$ cat src/sad_regs.vh
// address map constants and configuration offsets for the system address decoder
`ifndef SAD_REGS_VH
`define SAD_REGS_VH

// widths
`define SAD_AW          36
`define SAD_BEW         8
`define SAD_DEST_W      3

// configuration offsets
`define CFG_AP_BASE_LO  8'h12
`define CFG_AP_BASE_HI  8'h13
`define CFG_HOLE_CTRL   8'h58
`define CFG_SHADOW_F    8'h59
`define CFG_SHADOW_E    8'h5A
`define CFG_AP_SIZE     8'hB4

// reset values and aperture size limit
`define HOLE_CTRL_RST   8'h00
`define SHADOW_RST      8'h00
`define AP_BASE_RST     10'h000
`define AP_SIZE_RST     3'h6
`define AP_SIZE_MAX     3'h6

// field positions
`define HOLE_EN_BIT     7
`define SHF_RE_BIT      0
`define SHF_WE_BIT      1

// destinations
`define DEST_DRAM       3'h0
`define DEST_HUBA       3'h1
`define DEST_HUBB       3'h2
`define DEST_GFX        3'h3
`define DEST_TERM       3'h4

// request sources
`define SRC_CPU         2'h0
`define SRC_HUBA        2'h1
`define SRC_HUBB        2'h2
`define SRC_GFX         2'h3

// fixed ranges, 4 GB boundary, minimum top SMRAM size and E segment index shift
`define A_DOS_HI        36'h0_0009_FFFF
`define A_VGA_LO        36'h0_000A_0000
`define A_VGA_HI        36'h0_000B_FFFF
`define A_ESEG_LO       36'h0_000E_0000
`define A_ESEG_HI       36'h0_000E_FFFF
`define A_FSEG_LO       36'h0_000F_0000
`define A_FSEG_HI       36'h0_000F_FFFF
`define A_HOLE_LO       36'h0_00F0_0000
`define A_HOLE_HI       36'h0_00FF_FFFF
`define A_HIGH_LO       36'h0_FFEA_0000
`define A_HIGH_HI       36'h0_FFEB_FFFF
`define A_APIC_LO       36'h0_FEC0_0000
`define A_APIC_MID      36'h0_FEC7_FFFF
`define A_APIC_HI       36'h0_FECF_FFFF
`define A_4G            36'h1_0000_0000
`define A_ZERO          36'h0_0000_0000
`define TOP_SMRAM_MIN   36'h0_0002_0000
`define ESEG_SHIFT      14

`endif

$ cat src/window_match.v
// inclusive base/limit window comparator
`timescale 1ns/1ns
`default_nettype none
module window_match #(
  parameter AW = 36
) (
  // compare operands
  input  wire [AW-1:0] addr_i,
  input  wire [AW-1:0] base_i,
  input  wire [AW-1:0] limit_i,
  // result
  output wire          hit_o
);
  // bounds included on both ends
  assign hit_o = (addr_i >= base_i) && (addr_i <= limit_i);
endmodule
`default_nettype wire

$ cat src/system_address_decoder.v
// address classification and routing for processor, hub and graphics requests
`timescale 1ns/1ns
`default_nettype none
`include "sad_regs.vh"
// Overview of operation
// - E0000h-EFFFFh: four 16 KB segments, own read/write attributes, never remapped.
// - F0000h-FFFFFh one 64 KB segment, disabled after reset, goes to hub A.
// - hole enable at 58h sends 00F0_0000-00FF_FFFF to hub A.
// - enabled high SMRAM, SMM processor accesses remap to DRAM A0000h-BFFFFh.
// - non-SMM processor access to high SMRAM remaps to 0h, writes lose byte enables.
// - non-SMM write-back cycles to high or top SMRAM still reach SMM DRAM.
// - DRAM behind high SMRAM addresses is never reachable.
// - top SMRAM below top of memory; SMM processor accesses hit DRAM, others invalid.
// - top SMRAM size selectable 128 KB to 1 MB from top of DRAM.
// - hub and graphics initiators never reach enabled SMRAM.
// - only FEC0_0000h-FECF_FFFFh decoded: low half hub A, high half hub B.
// - hub B disabled sends upper APIC half to hub A; never graphics port.
// - hub I/O agents to APIC: reads master-abort, writes discarded.
// - graphics port claims memory or prefetchable base/limit windows, bounds included.
// - hub B memory and prefetchable windows route to hub B.
// - unmatched accesses between top of memory and 4 GB go to hub A.
// - aperture size 4-256 MB; matching low base bits read zero, not writable.
// - aperture size resets to 256 MB; range naturally aligned.
// - aperture accesses go to DRAM flagged for table translation.
// - accesses above 4 GB terminate: writes dropped, reads zero.
// - compatible SMRAM: SMM processor to DRAM; others treated as video buffer.
module system_address_decoder (
  // clock and reset
  input  wire                   sys_clk_i,
  input  wire                   rstn_i,
  // configuration access
  input  wire                   cfg_wr_i,
  input  wire                   cfg_rd_i,
  input  wire [7:0]             cfg_addr_i,
  input  wire [7:0]             cfg_wdata_i,
  output wire [7:0]             cfg_rdata_o,
  // memory map settings
  input  wire                   compatible_smram_en_i,
  input  wire                   high_smram_segment_en_i,
  input  wire                   top_smram_segment_en_i,
  input  wire [1:0]             top_smram_size_i,
  input  wire [31:0]            top_of_memory_i,
  input  wire                   hubb_en_i,
  input  wire                   aperture_en_i,
  input  wire [31:0]            gfx_mem_window_base_i,
  input  wire [31:0]            gfx_mem_window_limit_i,
  input  wire [31:0]            gfx_prefetch_window_base_i,
  input  wire [31:0]            gfx_prefetch_window_limit_i,
  input  wire [31:0]            hubb_mem_window_base_i,
  input  wire [31:0]            hubb_mem_window_limit_i,
  input  wire [31:0]            hubb_prefetch_window_base_i,
  input  wire [31:0]            hubb_prefetch_window_limit_i,
  // request
  input  wire                   req_valid_i,
  input  wire [`SAD_AW-1:0]     req_addr_i,
  input  wire [1:0]             req_src_i,
  input  wire                   req_write_i,
  input  wire                   req_smm_i,
  input  wire                   req_wb_i,
  input  wire [`SAD_BEW-1:0]    req_be_i,
  // routed result
  output wire                   rsp_valid_o,
  output wire [`SAD_DEST_W-1:0] rsp_dest_o,
  output wire [`SAD_AW-1:0]     rsp_addr_o,
  output wire [`SAD_BEW-1:0]    rsp_be_o,
  output wire                   rsp_xlate_o,
  output wire                   rsp_mabort_o,
  output wire                   rsp_rdzero_o,
  output wire                   rsp_drop_o
);

  function in_range;
    input [`SAD_AW-1:0] a;
    input [`SAD_AW-1:0] lo;
    input [`SAD_AW-1:0] hi;
    begin
      in_range = (a >= lo) && (a <= hi);
    end
  endfunction

  // low aperture base bits forced to zero for the chosen size
  function [9:0] ap_mask;
    input [2:0] sel;
    begin
      ap_mask = ~((10'h001 << sel) - 10'h001);
    end
  endfunction

  // configuration state
  reg  [7:0]            hole_ctrl_r;
  reg  [7:0]            shadow_e_r;
  reg  [7:0]            shadow_f_r;
  reg  [9:0]            ap_base_r;
  reg  [2:0]            ap_size_r;
  reg  [7:0]            cfg_rdata_r;
  reg  [7:0]            cfg_rdata_nxt;
  // result registers
  reg                   rsp_valid_r;
  reg  [`SAD_DEST_W-1:0] rsp_dest_r;
  reg  [`SAD_AW-1:0]    rsp_addr_r;
  reg  [`SAD_BEW-1:0]   rsp_be_r;
  reg                   rsp_xlate_r;
  reg                   rsp_mabort_r;
  reg                   rsp_rdzero_r;
  reg                   rsp_drop_r;
  // next values
  reg  [`SAD_DEST_W-1:0] dest_nxt;
  reg  [`SAD_AW-1:0]    addr_nxt;
  reg  [`SAD_BEW-1:0]   be_nxt;
  reg                   xlate_nxt;
  reg                   mabort_nxt;
  reg                   term_nxt;

  wire [9:0]            ap_mask_w = ap_mask(ap_size_r);
  wire [9:0]            ap_base_rd = ap_base_r & ap_mask_w;
  wire [2:0]            ap_size_wr = (cfg_wdata_i[2:0] > `AP_SIZE_MAX) ? `AP_SIZE_MAX
                                                                        : cfg_wdata_i[2:0];

  // config writes
  always @(posedge sys_clk_i or negedge rstn_i) begin
    if (!rstn_i) begin
      hole_ctrl_r <= `HOLE_CTRL_RST;
      shadow_e_r  <= `SHADOW_RST;
      shadow_f_r  <= `SHADOW_RST;
      ap_base_r   <= `AP_BASE_RST;
      ap_size_r   <= `AP_SIZE_RST;
    end else if (cfg_wr_i) begin
      case (cfg_addr_i)
        `CFG_HOLE_CTRL: hole_ctrl_r <= cfg_wdata_i;
        `CFG_SHADOW_E:  shadow_e_r  <= cfg_wdata_i;
        `CFG_SHADOW_F:  shadow_f_r  <= cfg_wdata_i;
        `CFG_AP_BASE_LO: ap_base_r[1:0] <= cfg_wdata_i[7:6] & ap_mask_w[1:0];
        `CFG_AP_BASE_HI: ap_base_r[9:2] <= cfg_wdata_i & ap_mask_w[9:2];
        `CFG_AP_SIZE:   ap_size_r   <= ap_size_wr;
        default: ap_size_r <= ap_size_r;
      endcase
    end else if (ap_base_r != ap_base_rd) begin
      // size grew after base was set: keep alignment
      ap_base_r <= ap_base_rd;
    end
  end

  // config reads
  always @* begin
    case (cfg_addr_i)
      `CFG_HOLE_CTRL:  cfg_rdata_nxt = hole_ctrl_r;
      `CFG_SHADOW_E:   cfg_rdata_nxt = shadow_e_r;
      `CFG_SHADOW_F:   cfg_rdata_nxt = shadow_f_r;
      `CFG_AP_BASE_LO: cfg_rdata_nxt = {ap_base_rd[1:0], 6'h00};
      `CFG_AP_BASE_HI: cfg_rdata_nxt = ap_base_rd[9:2];
      `CFG_AP_SIZE:    cfg_rdata_nxt = {5'h00, ap_size_r};
      default:         cfg_rdata_nxt = 8'h00;
    endcase
  end

  always @(posedge sys_clk_i or negedge rstn_i) begin
    if (!rstn_i)
      cfg_rdata_r <= 8'h00;
    else if (cfg_rd_i)
      cfg_rdata_r <= cfg_rdata_nxt;
  end

  // window compares
  wire [`SAD_AW-1:0] a = req_addr_i;
  wire               gfx_mem_hit;
  wire               gfx_pf_hit;
  wire               hubb_mem_hit;
  wire               hubb_pf_hit;

  window_match #(.AW(32)) u_gfx_mem (
    .addr_i  (a[31:0]),
    .base_i  (gfx_mem_window_base_i),
    .limit_i (gfx_mem_window_limit_i),
    .hit_o   (gfx_mem_hit)
  );
  window_match #(.AW(32)) u_gfx_pf (
    .addr_i  (a[31:0]),
    .base_i  (gfx_prefetch_window_base_i),
    .limit_i (gfx_prefetch_window_limit_i),
    .hit_o   (gfx_pf_hit)
  );
  window_match #(.AW(32)) u_hubb_mem (
    .addr_i  (a[31:0]),
    .base_i  (hubb_mem_window_base_i),
    .limit_i (hubb_mem_window_limit_i),
    .hit_o   (hubb_mem_hit)
  );
  window_match #(.AW(32)) u_hubb_pf (
    .addr_i  (a[31:0]),
    .base_i  (hubb_prefetch_window_base_i),
    .limit_i (hubb_prefetch_window_limit_i),
    .hit_o   (hubb_pf_hit)
  );

  // region classification
  wire [`SAD_AW-1:0] mem_top  = {4'h0, top_of_memory_i};
  // 128 KB shifted by select, up to 1 MB
  wire [`SAD_AW-1:0] top_sz   = `TOP_SMRAM_MIN << top_smram_size_i;
  wire [`SAD_AW-1:0] top_lo   = mem_top - top_sz;
  wire               is_cpu   = (req_src_i == `SRC_CPU);
  // smm and write-back qualify only processor requests
  wire               smm_ok   = is_cpu && (req_smm_i || req_wb_i);
  wire [1:0]         eseg_idx = a[`ESEG_SHIFT+1:`ESEG_SHIFT];
  wire               e_re     = shadow_e_r[{eseg_idx, 1'b0}];
  wire               e_we     = shadow_e_r[{eseg_idx, 1'b1}];
  wire               f_re     = shadow_f_r[`SHF_RE_BIT];
  wire               f_we     = shadow_f_r[`SHF_WE_BIT];
  wire               above_4g = (a >= `A_4G);
  wire               in_hole  = hole_ctrl_r[`HOLE_EN_BIT] && in_range(a, `A_HOLE_LO, `A_HOLE_HI);
  wire               in_high  = high_smram_segment_en_i && in_range(a, `A_HIGH_LO, `A_HIGH_HI);
  wire               in_top   = top_smram_segment_en_i && (a >= top_lo) && (a < mem_top);
  wire               in_apic  = in_range(a, `A_APIC_LO, `A_APIC_HI);
  wire               in_ap    = aperture_en_i && !above_4g &&
                                ((a[31:22] & ap_mask_w) == ap_base_rd);
  wire [`SAD_AW-1:0] high_map = a - `A_HIGH_LO + `A_VGA_LO;

  always @* begin
    dest_nxt   = `DEST_HUBA;
    addr_nxt   = a;
    be_nxt     = req_be_i;
    xlate_nxt  = 1'b0;
    mabort_nxt = 1'b0;
    term_nxt   = 1'b0;
    if (above_4g) begin
      dest_nxt = `DEST_TERM;
      term_nxt = 1'b1;
    end else if (a <= `A_DOS_HI) begin
      dest_nxt = `DEST_DRAM;
    end else if (in_range(a, `A_VGA_LO, `A_VGA_HI)) begin
      dest_nxt = (compatible_smram_en_i && is_cpu && req_smm_i) ? `DEST_DRAM : `DEST_HUBA;
    end else if (in_range(a, `A_ESEG_LO, `A_ESEG_HI)) begin
      dest_nxt = ((req_write_i && e_we) || (!req_write_i && e_re)) ? `DEST_DRAM : `DEST_HUBA;
    end else if (in_range(a, `A_FSEG_LO, `A_FSEG_HI)) begin
      dest_nxt = ((req_write_i && f_we) || (!req_write_i && f_re)) ? `DEST_DRAM : `DEST_HUBA;
    end else if (in_hole) begin
      dest_nxt = `DEST_HUBA;
    end else if (in_high || in_top) begin
      if (!is_cpu) begin
        dest_nxt   = `DEST_TERM;
        mabort_nxt = 1'b1;
        term_nxt   = 1'b1;
      end else if (smm_ok) begin
        dest_nxt = `DEST_DRAM;
        // high segment dram never addressed directly
        addr_nxt = in_high ? high_map : a;
      end else begin
        dest_nxt = `DEST_DRAM;
        addr_nxt = `A_ZERO;
        be_nxt   = req_write_i ? {`SAD_BEW{1'b0}} : req_be_i;
      end
    end else if (in_apic) begin
      if (!is_cpu) begin
        dest_nxt   = `DEST_TERM;
        mabort_nxt = !req_write_i;
        term_nxt   = 1'b1;
      end else begin
        dest_nxt = (a > `A_APIC_MID && hubb_en_i) ? `DEST_HUBB : `DEST_HUBA;
      end
    end else if (in_ap) begin
      dest_nxt  = `DEST_DRAM;
      xlate_nxt = 1'b1;
    end else if (gfx_mem_hit || gfx_pf_hit) begin
      dest_nxt = `DEST_GFX;
    end else if (hubb_mem_hit || hubb_pf_hit) begin
      dest_nxt = `DEST_HUBB;
    end else if (a < mem_top) begin
      dest_nxt = `DEST_DRAM;
    end else begin
      dest_nxt = `DEST_HUBA;
    end
  end

  // one cycle decode latency; result holds until next request
  always @(posedge sys_clk_i or negedge rstn_i) begin
    if (!rstn_i) begin
      rsp_valid_r  <= 1'b0;
      rsp_dest_r   <= `DEST_HUBA;
      rsp_addr_r   <= `A_ZERO;
      rsp_be_r     <= {`SAD_BEW{1'b0}};
      rsp_xlate_r  <= 1'b0;
      rsp_mabort_r <= 1'b0;
      rsp_rdzero_r <= 1'b0;
      rsp_drop_r   <= 1'b0;
    end else begin
      rsp_valid_r <= req_valid_i;
      if (req_valid_i) begin
        rsp_dest_r   <= dest_nxt;
        rsp_addr_r   <= addr_nxt;
        rsp_be_r     <= be_nxt;
        rsp_xlate_r  <= xlate_nxt;
        rsp_mabort_r <= mabort_nxt;
        rsp_rdzero_r <= term_nxt && !req_write_i;
        rsp_drop_r   <= term_nxt && req_write_i;
      end
    end
  end

  assign cfg_rdata_o  = cfg_rdata_r;
  assign rsp_valid_o  = rsp_valid_r;
  assign rsp_dest_o   = rsp_dest_r;
  assign rsp_addr_o   = rsp_addr_r;
  assign rsp_be_o     = rsp_be_r;
  assign rsp_xlate_o  = rsp_xlate_r;
  assign rsp_mabort_o = rsp_mabort_r;
  assign rsp_rdzero_o = rsp_rdzero_r;
  assign rsp_drop_o   = rsp_drop_r;

endmodule
`default_nettype wire

$ cat config.mk
export PLATFORM = sky130hd
export DESIGN_NAME = system_address_decoder
export DESIGN_NICKNAME = d
export VERILOG_FILES = /design/src/window_match.v /design/src/system_address_decoder.v
export VERILOG_INCLUDE_DIRS = /design/src /design/src/src
export SDC_FILE = /design/constraint.sdc
export NUM_CORES = 1
export LEC_CHECK = 0
export ABC_CLOCK_PERIOD_IN_PS = 4600
export BUFFER_PORTS_ARGS = -buffer_cell sky130_fd_sc_hd__buf_2
export CAP_MARGIN = 10
export CORE_AREA = 2 2 165 167
export DETAILED_ROUTE_END_ITERATION = 10
export DIE_AREA = 0 0 167 169
export GPL_TIMING_DRIVEN = 0
export PLACE_DENSITY = 0.82
export SLEW_MARGIN = 10
export SYNTH_ARGS = -nofsm -noshare
export SYNTH_HDL_FRONTEND = slang
export SYNTH_SLANG_ARGS = --single-unit
$ cat constraint.sdc
create_clock -name sys_clk_i -period 4.6 [get_ports sys_clk_i]
set_input_delay 0.92 -clock sys_clk_i [delete_from_list [all_inputs] [get_ports sys_clk_i]]
set_output_delay 0.92 -clock sys_clk_i [all_outputs]
set_load 0.05 [all_outputs]
==> results by group <==
Global routing
  – GRT Residual Overflow: 0
  – Largest net degree at the start of global routing: 66
  – Met1 GRT Util: 40.9%
  – Initial antenna violation count: 17
  – Vias in the first global route: 14600
  – Global-route wire length before repair: 76.0 mm
  – Global Route met3 Usage: 6.87%
  – GR Util All Layers: 34.0%
  – Most Crowded Layer GR: met2
  – GRT met2 Usage: 58.3%

Power
  – Combinational Power Share: 45.4%
  – Largest vdd supply drop: 0.000283 V
  – Sw frac: 40.9%
  – Clk pwr share: 23.7%
  – P_leak: 0.00954 uW
  – Internal: 1990 uW
  – Power Density: 200 nW/um^2
  – NetSw: 1380 uW
  – Reg power frac: 30.9%

Worst setup path
  – CP max stage delay: 0.39 ns
  – CP Data Arrival Time: 4.86 ns
  – Origin of the critical flop-to-flop path: ap_size_r[2]
  – CP endpoint: rsp_addr_o[19]
  – Critical Path Sink Type: flip-flop
  – Critical path type: input pin to flip-flop
  – CP delay by family, top: compound AO/OA/AOI/OAI gates
  – Worst path depth: 19
  – Reg2Reg Depth: 12
  – Crit path required time: 4.84 ns
  – Slowest stage cell, crit path: or3_4
  – Critical path peak fanout: 6
  – Reg-to-reg slack, setup: 1.06 ns
  – CP startpoint: top_smram_size_i[0]
  – Setup crit start kind: input pin
  – WP buf/inv: 3
  – Crit path cell chain: buf_8 > or2_4 > ha_4 > o21a_1 > o21a_1 > o21ai_2 > nand2_2 > or3_4 > xnor2_2 > ha_1 > nand4_1 > nor4_2 > a221oi_2 > o31ai_2 > a211oi_2 > a211oi_2 > buf_6 > clkbuf_16 > nor2_2
  – R2r endpoint: rsp_dest_o[0]

Synthesis
  – Dominant cell type by area after synthesis: ha_1
  – Post-Syn Nets: 2360
  – Mapped Cells: 1667
  – Syn_area_per_cell: 8.11 um^2
  – Synth Cell Area: 13500 um^2
  – Sequential share of the synthesized area: 18.0%
  – Area contributors post-synth: ha_1 30%, dfrtp_1 17%, inv_1 8.9%
  – Post-synth ARST share: 100%
  – Post-synth EDFFs: 0
  – Area fraction of the dominant cell type after synthesis: 30.4%
  – Warnings, synthesis: 0
  – Post-synthesis register bit count: 97
  – Netlist cell types: 72
  – Predominant post-synthesis flop cell: dfrtp_1

Clock network
  – TritonCTS buffer count: 9
  – Root Driver: clkbuf_16
  – Clk buf depth: 2
  – Clock Sinks: 97
  – Skew-Pair Late Insertion Delay: 0.35 ns
  – CTS tree: yes
  – Hold buffers post-CTS: 0
  – H-tree levels: 3
  – Clock-pin slew on the worst setup and hold paths: 0.07 ns

Timing
  – Final WS setup: -0.0188 ns
  – Hold_ws: 0.505 ns
  – RSZ-0062 raised after global routing: true
  – Setup violators final: 9
  – Final Skew: 0.00943 ns
  – Fin. Hold Viols: 0
  – Max-slew violations: 0
  – Fin crit share: 100%
  – Slew @ Worst Pin: 1.08 ns
  – Slew Limit Headroom: 26.5%
  – Crit path time final: 4.62 ns
  – Max Clock Freq: 217 MHz

Finish
  – Area growth syn-to-layout: 24.2%
  – Post-route insts no fill: 2471
  – Fin area: 16800 um^2
  – Commonest non-fill, non-tap cells in the layout: 420 x buf_2, 327 x ha_1, 322 x inv_1
  – Nets@finish: 2802
  – Layout cells sized above 1: 25.3%
  – Final core utilization: 63.4%
  – Commonest non-fill, non-tap cell in the layout: buf_2

Placed design
  – DP HPWL: 39.0 mm
  – Pre-CTS WS: -1.07 ns
  – Port-buffer cells: 421
  – Post-Place Cells: 2430
  – Placed Area: 16100 um^2
  – Routability congestion estimate: 0.926

Hold path
  – Tightest Hold Check Type: flip-flop to flip-flop
  – Hold Path Cell Cnt: 1

Route
  – DRT Wirelength: 49.6 mm
  – Via count: 14700
  – WL/cell: 20.1 um
  – Pre-Repair DR Iteration Count: 5
  – DRT iter0 DRCs: 1044
  – DRC: 0
  – DR vias/cell: 5.94
  – Post-route ant nets: 0

Floorplan
  – Top-Level Pins: 425
  – Site Rows: 60
  – Die width: 167 um
  – Total core area: 26500 um^2
  – Starting density of the core: 51.0%
  – Die area: 28200 um^2
  – Die height: 169 um

Outcome
  – Failing checks: negative setup slack
  – Run status: finished with violations

Run
  – Reported max-cap violation count: 0
worst min path at each step:
stage	slack (ns)	start	endpoint
2_1_floorplan	0.48	hole_ctrl_r[0]	hole_ctrl_r[0]
3_3_place_gp	0.48	rsp_addr_o[33]	rsp_addr_o[33]
3_5_place_dp	0.49	hole_ctrl_r[2]	hole_ctrl_r[2]
4_1_cts	0.51	hole_ctrl_r[2]	hole_ctrl_r[2]
5_1_grt	0.52	hole_ctrl_r[2]	hole_ctrl_r[2]
6_report	0.51	hole_ctrl_r[2]	hole_ctrl_r[2]
through the flow:
stage	TNS, ns	power, uW
detailed placement	-39.49	2510
CTS	0	3320
global route	-6.14	3580
floorplan	-0.00324	1940
global placement	-35.32	2450
finish	-0.0560	3360
state kept, by name (all words and copies together) (netlist names):
register      cells
rsp_addr_o       36
rsp_xlate_o       1
rsp_rdzero_o      1
hole_ctrl_r       8
rsp_mabort_o      1
ap_base_r        10
rsp_valid_o       1
shadow_f_r        8
ap_size_r         3
rsp_be_o          8
cfg_rdata_o       8
rsp_drop_o        1
rsp_dest_o        3
shadow_e_r        8
cell families (layout without fill, tap and decap cells):
logic type      Yosys count  in the layout  share of synthesized area (%)
xor+xnor                 22             22                           1.43
other cells               0             16                              0
simple gates            393            393                           15.0
mux                      81             81                           6.47
fa+ha+maj               328            328                           30.4
buf+inv                 349            796                           9.80
compound gates          397            397                           19.0
flops                    97             97                           18.0
cell type report:
| class | instances | area [um^2] |
|---|---|---|
| diodes | 16 | 40.0 |
| plain buffers | 27 | 130 |
| flip-flops and latches | 97 | 2430 |
| repair buffers | 431 | 2250 |
| clock inverters | 7 | 82.6 |
| clock buffers | 9 | 225 |
| fillers | 2282 | 9710 |
| inverters | 322 | 1210 |
| well taps | 341 | 427 |
| multi-input cells | 1221 | 9990 |
layer usage:
layer  wire length [um]  part of all wire, %
met5                 24                0.048
met4               2540                  5.1
met3               4500                  9.1
met2              23200                   47
met1              19400                   39
synthesized netlist by cell type (22+ instances only):
library cell	number
a21oi_1	128
mux2i_1	48
inv_1	322
nand4_1	59
nand3_1	40
a21o_1	54
nand2_1	96
dfrtp_1	94
nor2_1	74
nor4_1	22
ha_1	328
nor3_1	23
mux2_2	31
o21ai_0	70
power groups by stage:
| stage | clock network, uW | registers (uW) | logic (uW) |
|---|---|---|---|
| after floorplan | 0 | 1180 | 765 |
| after global placement | 0 | 1050 | 1400 |
| after detailed placement | 0 | 1050 | 1470 |
| after CTS | 800 | 1030 | 1490 |
| after global routing | 836 | 1050 | 1690 |
| final | 796 | 1040 | 1530 |
what timing repair did:
action | 4_1_cts | 5_1_grt
cloned | 0 | 1
resized for setup | 16 | 38
setup buffers | 3 | 5
pin swaps | 3 | 28
setup endpoints to repair | 47 | 47
hold endpoints to repair | 0 | 0
Note: power is estimated with default switching activity, not from simulation.
